### src/wtc_defs.svh
`ifndef WTC_DEFS_SVH
`define WTC_DEFS_SVH

// Register byte offsets
`define WTC_ADR_CTRL      8'h00
`define WTC_ADR_TRIGCFG   8'h04
`define WTC_ADR_GENCFG    8'h08
`define WTC_ADR_CMD       8'h0C
`define WTC_ADR_SCRIPT    8'h10
`define WTC_ADR_STATUS    8'h14
`define WTC_ADR_SAMPLE    8'h18

// CTRL fields
`define WTC_CTRL_INIT_BIT   0
`define WTC_CTRL_ABORT_BIT  1

// TRIGCFG fields: start source/polarity, script type/source/polarity
`define WTC_START_SRC_LSB   0
`define WTC_START_POL_BIT   4
`define WTC_START_SW_BIT    5
`define WTC_SCR_TYPE_LSB    8
`define WTC_SCR_SRC_LSB     16
`define WTC_SCR_POL_LSB     28

// GENCFG fields
`define WTC_TMODE_LSB       0
`define WTC_OMODE_BIT       2
`define WTC_REPEAT_LSB      8
`define WTC_SEGS_LSB        16
`define WTC_WLEN_LSB        24

// CMD fields
`define WTC_CMD_SWSTART_BIT 0
`define WTC_CMD_SWSCR_LSB   4

// Reset values
`define WTC_TRIGCFG_RST     32'h0000_0000
`define WTC_GENCFG_RST      32'h0400_0000

`endif

### src/wtc_pkg.sv
package wtc_pkg;

  // Source select: 0 immediate, 1..2 front inputs, 3..10 backplane lines
  typedef logic [3:0] wtc_src_t;

  typedef enum logic [1:0] {
    WTC_TYPE_EDGE  = 2'h0,
    WTC_TYPE_LEVEL = 2'h1,
    WTC_TYPE_SOFT  = 2'h2
  } wtc_ttype_t;

  typedef enum logic [1:0] {
    WTC_TM_SINGLE     = 2'h0,
    WTC_TM_CONTINUOUS = 2'h1,
    WTC_TM_STEPPED    = 2'h2,
    WTC_TM_BURST      = 2'h3
  } wtc_tmode_t;

  typedef struct packed {
    logic        cyc;
    logic        stb;
    logic        we;
    logic [7:0]  adr;
    logic [3:0]  sel;
    logic [31:0] dat;
  } wtc_wb_req_t;

  typedef struct packed {
    logic        ack;
    logic [31:0] dat;
  } wtc_wb_rsp_t;

  // Script engine consume/clear requests, one bit per script trigger
  typedef struct packed {
    logic [3:0] consume;
    logic [3:0] clear;
  } wtc_scr_ctl_t;

endpackage : wtc_pkg

### src/wtc_trigger_ctrl.sv
`timescale 1ns/1ps
`include "wtc_defs.svh"
//////////////////////////////////////////////////////////////////////////////
// Summary of operation
// - Accepted start moves idle to generating
// - Start trigger is edge, immediate or software only
// - Four script triggers: edge, level, software
// - Script edge latched until clear or consumed
// - Edge polarity selects rising or falling
// - Level trigger asserted while input at level
// - Start source selectable: two front, eight backplane; script source: two front, five backplane
// - All triggers ignored before initiate command
// - Immediate source gives one start pulse
// - Four trigger modes, waveform and sequence
// - Single mode ignores starts after first
// - Final sample held after generation ends
// - Waveform played repeat count plus one times, halt
// - Sequence plays first to last, then halts
// - Continuous loops forever, ignores later starts
// - Stepped plays once per start, ignores busy
//////////////////////////////////////////////////////////////////////////////
module wtc_trigger_ctrl
  import wtc_pkg::*;
(
  input  wire logic        clk_i,
  input  wire logic        rst_i,
  input  wire logic [31:0] wb_dat_i,
  input  wire logic [7:0]  wb_adr_i,
  input  wire logic [3:0]  wb_sel_i,
  input  wire logic        wb_we_i,
  input  wire logic        wb_cyc_i,
  input  wire logic        wb_stb_i,
  output logic [31:0]      wb_dat_o,
  output logic             wb_ack_o,
  input  wire logic [1:0]  front_programmable_input_i,
  input  wire logic [7:0]  backplane_trig_i,
  input  wire logic        scr_ready_i,
  input  wire logic [3:0]  scr_consume_i,
  input  wire logic [3:0]  scr_clear_i,
  output logic [3:0]       scr_trig_o,
  output logic             generating_o,
  output logic [7:0]       sample_addr_o,
  output logic             sample_valid_o,
  output logic             start_trig_o
);

  wtc_wb_req_t  req;
  wtc_wb_rsp_t  rsp;
  wtc_scr_ctl_t scr_ctl;

  typedef enum logic [1:0] {WTC_ST_IDLE, WTC_ST_ARMED, WTC_ST_GEN,
                            WTC_ST_HOLD} wtc_state_t;

  logic        initiated_ff;
  logic [31:0] trigcfg_ff;
  logic [31:0] gencfg_ff;
  logic        imm_pend_ff;
  logic        sw_start_ff;
  logic [3:0]  sw_scr_ff;
  logic [9:0]  sync1_ff;
  logic [9:0]  sync2_ff;
  logic [9:0]  sync3_ff;
  logic [3:0]  scr_latch_ff;
  wtc_state_t  state_ff;
  logic [7:0]  sample_ff;
  logic [7:0]  seg_ff;
  logic [7:0]  rep_ff;
  logic        ack_ff;
  logic [31:0] rdat_ff;

  logic        wr_stb;
  logic        start_evt;
  logic        start_acc;
  logic [3:0]  scr_evt;
  logic [3:0]  scr_level;
  logic        wave_end;
  wtc_tmode_t  tmode;

  assign req     = '{cyc: wb_cyc_i, stb: wb_stb_i, we: wb_we_i,
                     adr: wb_adr_i, sel: wb_sel_i, dat: wb_dat_i};
  assign scr_ctl = '{consume: scr_consume_i, clear: scr_clear_i};
  // Write lands at the edge where the master samples ack
  assign wr_stb  = req.cyc & req.stb & req.we & ack_ff;
  assign tmode   = wtc_tmode_t'(gencfg_ff[`WTC_TMODE_LSB +: 2]);

  // Pick synchronised line; 0 is immediate, 1..10 external
  function automatic logic pick(input logic [9:0] v, input wtc_src_t s);
    logic r;
    r = 1'b0;
    if (s != 4'h0 && s <= 4'hA) begin
      r = v[s - 4'h1];
    end
    return r;
  endfunction : pick

  // Edge detect of chosen line with polarity
  function automatic logic edge_of(input wtc_src_t s, input logic pol);
    logic cur;
    logic prv;
    cur = pick(sync2_ff, s);
    prv = pick(sync3_ff, s);
    return pol ? (prv & ~cur) : (cur & ~prv);
  endfunction : edge_of

  function automatic logic [31:0] merge(input logic [31:0] old,
                                        input logic [31:0] nw,
                                        input logic [3:0]  sel);
    logic [31:0] r;
    r = old;
    for (int i = 0; i < 4; i++) begin
      if (sel[i]) begin
        r[8*i +: 8] = nw[8*i +: 8];
      end
    end
    return r;
  endfunction : merge

  //////////////////////////////////////////////////////////////////////////
  // Bus slave
  always_ff @(posedge clk_i) begin
    if (rst_i) begin
      ack_ff <= 1'b0;
    end else begin
      ack_ff <= req.cyc & req.stb & ~ack_ff;
    end
  end

  always_ff @(posedge clk_i) begin
    if (rst_i) begin
      rdat_ff <= 32'h0000_0000;
    end else begin
      unique case (req.adr)
        `WTC_ADR_CTRL:    rdat_ff <= {31'h0000_0000, initiated_ff};
        `WTC_ADR_TRIGCFG: rdat_ff <= trigcfg_ff;
        `WTC_ADR_GENCFG:  rdat_ff <= gencfg_ff;
        `WTC_ADR_SCRIPT:  rdat_ff <= {28'h000_0000, scr_latch_ff};
        `WTC_ADR_STATUS:  rdat_ff <= {28'h000_0000, seg_ff[1:0],
                                      2'(state_ff)};
        `WTC_ADR_SAMPLE:  rdat_ff <= {16'h0000, rep_ff, sample_ff};
        default:          rdat_ff <= 32'h0000_0000;
      endcase
    end
  end

  assign rsp      = '{ack: ack_ff, dat: rdat_ff};
  assign wb_ack_o = rsp.ack;
  assign wb_dat_o = rsp.dat;

  always_ff @(posedge clk_i) begin
    if (rst_i) begin
      trigcfg_ff <= `WTC_TRIGCFG_RST;
      gencfg_ff  <= `WTC_GENCFG_RST;
    end else if (wr_stb && req.adr == `WTC_ADR_TRIGCFG) begin
      trigcfg_ff <= merge(trigcfg_ff, req.dat, req.sel);
    end else if (wr_stb && req.adr == `WTC_ADR_GENCFG) begin
      gencfg_ff  <= merge(gencfg_ff, req.dat, req.sel);
    end
  end

  // Initiate and abort; immediate pulse armed at initiate
  always_ff @(posedge clk_i) begin
    if (rst_i) begin
      initiated_ff <= 1'b0;
      imm_pend_ff  <= 1'b0;
    end else if (wr_stb && req.adr == `WTC_ADR_CTRL && req.sel[0]) begin
      if (req.dat[`WTC_CTRL_ABORT_BIT]) begin
        initiated_ff <= 1'b0;
        imm_pend_ff  <= 1'b0;
      end else if (req.dat[`WTC_CTRL_INIT_BIT] && !initiated_ff) begin
        initiated_ff <= 1'b1;
        imm_pend_ff  <= 1'b1;
      end
    end else if (imm_pend_ff && scr_ready_i) begin
      imm_pend_ff <= 1'b0;
    end
  end

  // Software trigger commands become one-cycle internal events
  always_ff @(posedge clk_i) begin
    if (rst_i) begin
      sw_start_ff <= 1'b0;
      sw_scr_ff   <= 4'h0;
    end else if (wr_stb && req.adr == `WTC_ADR_CMD && req.sel[0]) begin
      sw_start_ff <= req.dat[`WTC_CMD_SWSTART_BIT];
      sw_scr_ff   <= req.dat[`WTC_CMD_SWSCR_LSB +: 4];
    end else begin
      sw_start_ff <= 1'b0;
      sw_scr_ff   <= 4'h0;
    end
  end

  //////////////////////////////////////////////////////////////////////////
  // Input synchronisers and trigger qualification
  always_ff @(posedge clk_i) begin
    if (rst_i) begin
      sync1_ff <= 10'h000;
      sync2_ff <= 10'h000;
      sync3_ff <= 10'h000;
    end else begin
      sync1_ff <= {backplane_trig_i, front_programmable_input_i};
      sync2_ff <= sync1_ff;
      sync3_ff <= sync2_ff;
    end
  end

  // Start: edge, immediate or software only, no level option
  always_comb begin
    start_evt = 1'b0;
    if (initiated_ff) begin
      if (trigcfg_ff[`WTC_START_SW_BIT]) begin
        start_evt = sw_start_ff;
      end else if (trigcfg_ff[`WTC_START_SRC_LSB +: 4] == 4'h0) begin
        start_evt = imm_pend_ff & scr_ready_i;
      end else begin
        start_evt = edge_of(trigcfg_ff[`WTC_START_SRC_LSB +: 4],
                            trigcfg_ff[`WTC_START_POL_BIT]);
      end
    end
  end

  always_comb begin
    scr_evt   = 4'h0;
    scr_level = 4'h0;
    for (int i = 0; i < 4; i++) begin
      if (initiated_ff) begin
        unique case (wtc_ttype_t'(trigcfg_ff[`WTC_SCR_TYPE_LSB + 2*i +: 2]))
          WTC_TYPE_EDGE:  scr_evt[i] = edge_of(
                            {1'b0, trigcfg_ff[`WTC_SCR_SRC_LSB + 3*i +: 3]},
                            trigcfg_ff[`WTC_SCR_POL_LSB + i]);
          WTC_TYPE_LEVEL: scr_level[i] = pick(sync2_ff,
                            {1'b0, trigcfg_ff[`WTC_SCR_SRC_LSB + 3*i +: 3]})
                            ^ trigcfg_ff[`WTC_SCR_POL_LSB + i];
          WTC_TYPE_SOFT:  scr_evt[i] = sw_scr_ff[i];
          default:        scr_evt[i] = 1'b0;
        endcase
      end
    end
  end

  // Edge and software script triggers latch; a new event beats the clear
  always_ff @(posedge clk_i) begin
    if (rst_i || !initiated_ff) begin
      scr_latch_ff <= 4'h0;
    end else begin
      scr_latch_ff <= (scr_latch_ff & ~(scr_ctl.clear | scr_ctl.consume))
                      | scr_evt;
    end
  end

  assign scr_trig_o = scr_latch_ff | scr_level;

  //////////////////////////////////////////////////////////////////////////
  // Generation sequencer
  assign wave_end = sample_ff == gencfg_ff[`WTC_WLEN_LSB +: 8];

  always_ff @(posedge clk_i) begin
    if (rst_i || !initiated_ff) begin
      state_ff  <= WTC_ST_IDLE;
      sample_ff <= 8'h00;
      seg_ff    <= 8'h00;
      rep_ff    <= 8'h00;
    end else begin
      unique case (state_ff)
        WTC_ST_IDLE, WTC_ST_ARMED: begin
          state_ff <= WTC_ST_ARMED;
          if (start_evt) begin
            state_ff  <= WTC_ST_GEN;
            sample_ff <= 8'h00;
            rep_ff    <= 8'h00;
          end
        end
        WTC_ST_GEN: begin
          sample_ff <= sample_ff + 8'h01;
          if (wave_end) begin
            sample_ff <= 8'h00;
            if (rep_ff < gencfg_ff[`WTC_REPEAT_LSB +: 8]) begin
              rep_ff <= rep_ff + 8'h01;
            end else begin
              rep_ff <= 8'h00;
              if (!gencfg_ff[`WTC_OMODE_BIT]) begin
                if (tmode != WTC_TM_CONTINUOUS) begin
                  sample_ff <= sample_ff;
                  state_ff  <= WTC_ST_HOLD;
                end
              end else if (seg_ff == gencfg_ff[`WTC_SEGS_LSB +: 8]) begin
                seg_ff <= 8'h00;
                if (tmode != WTC_TM_CONTINUOUS) begin
                  sample_ff <= sample_ff;
                  state_ff  <= WTC_ST_HOLD;
                end
              end else begin
                seg_ff <= seg_ff + 8'h01;
                if (tmode == WTC_TM_STEPPED) begin
                  sample_ff <= sample_ff;
                  state_ff  <= WTC_ST_HOLD;
                end
              end
            end
          end
        end
        WTC_ST_HOLD: begin
          if (tmode == WTC_TM_STEPPED && start_evt) begin
            state_ff  <= WTC_ST_GEN;
            sample_ff <= 8'h00;
          end
        end
      endcase
    end
  end

  assign generating_o   = state_ff == WTC_ST_GEN;
  assign sample_valid_o = state_ff == WTC_ST_GEN || state_ff == WTC_ST_HOLD;
  assign sample_addr_o  = sample_ff;
  // Starts while busy or after a finished single run are dropped
  assign start_acc = start_evt & (state_ff != WTC_ST_GEN)
                     & (state_ff != WTC_ST_HOLD || tmode == WTC_TM_STEPPED);
  assign start_trig_o   = start_acc;

endmodule : wtc_trigger_ctrl
### config.mk
export PLATFORM = sky130hd
export DESIGN_NAME = wtc_trigger_ctrl
export DESIGN_NICKNAME = d
export VERILOG_FILES = /design/src/wtc_pkg.sv /design/src/wtc_trigger_ctrl.sv
export VERILOG_INCLUDE_DIRS = /design/src
export SDC_FILE = /design/constraint.sdc
export NUM_CORES = 1
export LEC_CHECK = 0
export BUFFER_PORTS_ARGS = -buffer_cell sky130_fd_sc_hd__buf_4
export CORE_ASPECT_RATIO = 1.1
export CORE_MARGIN = 5
export CORE_UTILIZATION = 28
export CTS_BUF_LIST = sky130_fd_sc_hd__clkbuf_4
export CTS_CLUSTER_DIAMETER = 100
export CTS_CLUSTER_SIZE = 28
export DETAILED_ROUTE_END_ITERATION = 10
export PLACE_DENSITY_LB_ADDON = 0.08
export SYNTH_ARGS = -nofsm -noshare
export SYNTH_HDL_FRONTEND = slang
export SYNTH_SLANG_ARGS = --single-unit
### constraint.sdc
create_clock -name clk_i -period 3.06 [get_ports clk_i]
set_input_delay 0.612 -clock clk_i [delete_from_list [all_inputs] [get_ports clk_i]]
set_output_delay 0.612 -clock clk_i [all_outputs]
set_load 0.01 [all_outputs]
==> impl_results.md <==
- Most frequent cell after synthesis: dfxtp_1
- Met1 usage: a little under a quarter
- Peak Freq: 297 MHz
- Layout cells sized above 1: between 20 and 30%
- CP required: 2.45 ns
- Largest area contributor in the netlist: dfxtp_1
- Post-DR wirelength/cell: approximately 19 microns
- Avg Synthesized Cell Area: 8.65 sq um
- Hold Path Origin: front_programmable_input_i[1]
- Detailed Route Iter0 Violations: 505
- Ranking of synthesized cells by area: dfxtp_1, nand2_1, mux4_2, a21oi_1, nor2_1
- Total gr overflow: 0
- Switching share of total power: approximately 26%
- Largest net degree at the start of global routing: 65
- Internal Power: 2.74 mW
- Die area: 31,800 sq um
- Ys async rst share: 0%
- Initial Utilization: 28.4%
- Number of max-cap violations: 0
- Via density per instance: slightly below 5
- IO Port Bufs: about 120
- Synth Register Bits: 164
- Failing checks: negative setup slack
- Synth warn: 0
- Slew Limit Fails: 0
- Final min period: between 3 and 4 ns
- Width of the die: 170 microns
- CP most frequent cell: a211oi_2
- FP Rows: 64
- Hold Path Depth: 2
- Post-synth top area share: around two fifths
- Worst Hold End: sync1_ff[1]
- Clk root buf: clkbuf_4
- CP Cell Sequence: inv_2 -> ha_4 -> mux2_4 -> o311ai_4 -> nor4_4 -> a211oi_2 -> nor3_2 -> a211oi_2 -> buf_4
- Crit-path max cell delay: ~0.36 ns
- Met3 Usage GRT: under 10%
- Nets: 1,163
- Net Switching: 941 uW
- Ports: roughly 120
- Hold Slack: 0.230 ns
- Tightest Hold Check Type: input port to register
- Die Ht: between 150 and 200 microns
- Syn Std Cell Area: between 7000 and 8000 sq um
- Final period util: 110%
- Worst r2r path cells: 10
- Worst R2R Setup Slack: a little under 0.4 ns
- 1st-pass router iterations: 6
- Min setup slack post-route: -0.301 ns
- DRC violations left: 0
- H-tree Lvls: 4
- Worst r2r dst: rep_ff[2]
- Placement Setup Slack: -0.0570 ns
- Met2 Track Usage GR: 28.3%
- Fin util: 36.9%
- Arr. time, crit path: 2.75 ns
- Cells after synthesis: just over 900
- Post-synth EDFFs: 0
- Outcome: finished, violations left
- Sequential Power Share: 58.8%
- Busiest grt layer: met2
- Placement Cell Area: about 9400 sq um
- R2r startpoint: trigcfg_ff[0]
- DR vias: 7,211
- Clock Path Buffers: 2
- Max VDD drop: 0.000163 V
- Slew headroom: approximately half
- Clock share of power: about 37%
- Global-route wire length before repair: 42,000 microns
- Routability congestion estimate: 0.801
- Crit path launch type: register
- Wirelength, routed: 27,500 microns
- Critical Path End Type: primary output
- DRT antenna net count: 0
- CTS Hold Bufs: 0
- Worst-path fanout max: 6
- CTS tree: yes
- Filler Cell Count: 2,948
- Distinct cell type count after synthesis: 70
- Worst-margin pin slew: 0.766 ns
- Num CTS Buffers: 17
- Core Area: between 20,000 and 30,000 sq um
- RSZ-0062 raised after global routing: yes
- DP Wirelength: 21,100 microns
- Worst-Skew Late Latency: 0.58 ns
- Comb power frac: 4.7%
- P_leak: about 3.8 nW
- CTS clk-pin slew, worst paths: roughly 0.14 ns
- Area grow syn2layout: 29.7%
- Post-route cell area: 10,300 sq um
- All-Layer GR Usage: 17.1%
- Initial antenna violation count: 1
- Skew final: 0.0182 ns
- Crit path kind: register to primary output
- Ys flop type: dfxtp_1
- PD cells: 358 nW/um^2
- Vias in the first global route: around 7,000
- CTS Sinks: 164
- Final hold viol count: 0
- Syn_nets: 1,004
- Sequential area share after synthesis: 41.4%
- Commonest cells post-synth: dfxtp_1, nand2_1, nor2_1
- Setup-failing EPs final: 4
- Slowest-stage cell, CP: dfxtp_2
==> cell usage in the layout, fill, tap and decap left out, types with 10 or more instances in the layout <==
cell,n
nor2_1,73
a222oi_1,13
dfxtp_2,10
nand2_1,156
a21oi_1,69
buf_4,175
nor3_1,11
clkbuf_4,18
dfxtp_1,153
mux2i_1,19
nor2b_1,43
nand3_1,24
o21ai_0,24
xor2_1,20
mux4_2,16
and2_1,12
inv_1,26
ha_1,12
a22oi_1,26
a31oi_1,11
==> kinds of logic after synthesis <==
| group | after synthesis | synth area share [%] |
|---|---|---|
| AND/OR/NAND/NOR | 384 | 23.8 |
| AO/OA/AOI/OAI | 196 | 16.5 |
| XOR/XNOR | 31 | 3.43 |
| adder cells (fa/ha/maj) | 20 | 3.16 |
| multiplexers | 40 | 7.64 |
| flip-flops | 164 | 41.4 |
| buffers and inverters | 81 | 4.01 |
==> critical path: cells and delay by family, from the launching register on <==
kind            cells  cell delay [ns]
compound gates      3             0.78
mux                 1             0.32
flops               1             0.36
fa+ha+maj           1             0.30
simple gates        2             0.19
buf+inv             2             0.23
==> power by group through the flow <==
stage / clock network, mW / logic [mW] / registers, mW
detailed placement: 0 / 0.172 / 2.21
global route: 1.49 / 0.187 / 2.17
CTS: 1.41 / 0.174 / 2.17
global placement: 0 / 0.172 / 2.21
finish: 1.34 / 0.173 / 2.17
floorplan: 0 / 0.0545 / 2.21
==> state kept, by name, indices dropped and copies added, names as in the netlist, 2 cells and up <==
| name | count |
|---|---|
| gencfg_ff | 32 |
| wb_dat_o | 32 |
| sample_addr_o | 8 |
| sync2_ff | 10 |
| seg_ff | 8 |
| trigcfg_ff | 32 |
| sync3_ff | 10 |
| state_ff | 2 |
| scr_latch_ff | 4 |
| rep_ff | 8 |
| sw_scr_ff | 4 |
| sync1_ff | 10 |
==> layer usage <==
metal  vias to the layer above  routed length [microns]
met3                        27                     1040
met5                         -                        0
met2                       173                    13400
met4                         0                      612
li1                       3553                        -
met1                      3458                    12400
==> worst max-delay path by stage <==
stage,from,to,slack [ns],cells past startpoint
floorplan,trigcfg_ff[1],start_trig_o,0.009,10
global placement,trigcfg_ff[0],start_trig_o,-0.04,10
detailed placement,trigcfg_ff[0],start_trig_o,-0.06,10
CTS,trigcfg_ff[0],start_trig_o,-0.33,9
global route,trigcfg_ff[0],start_trig_o,-0.46,9
finish,trigcfg_ff[0],start_trig_o,-0.30,9
==> per-stage QoR <==
stage | total power, mW | std cells | TNS (ns)
6_report | 3.68 | 1452 | -0.460
5_1_grt | 3.85 | 1452 | -1.21
3_3_place_gp | 2.39 | 1396 | -0.0450
3_5_place_dp | 2.38 | 1396 | -0.0570
2_1_floorplan | 2.26 | 916 | 0
4_1_cts | 3.75 | 1451 | -0.803
==> final cells by class <==
class | count | area, sq um | area share [%]
Antenna cell | 1 | 2.50 | 0.0244
Clock buffer | 18 | 135 | 1.31
Clock inverter | 14 | 151 | 1.47
Inverter | 37 | 144 | 1.40
Multi-Input combinational cell | 671 | 4660 | 45.3
Sequential cell | 164 | 3300 | 32.1
Tap cell | 363 | 454 | 4.42
Timing Repair Buffer | 184 | 1430 | 13.9
==> timing repair <==
item	CTS	global route
setup endpoints to repair	5	5
pin swaps	24	6
setup buffers	24	0
resized for setup	78	22
No activity file was read; power rests on OpenSTA's default activity.
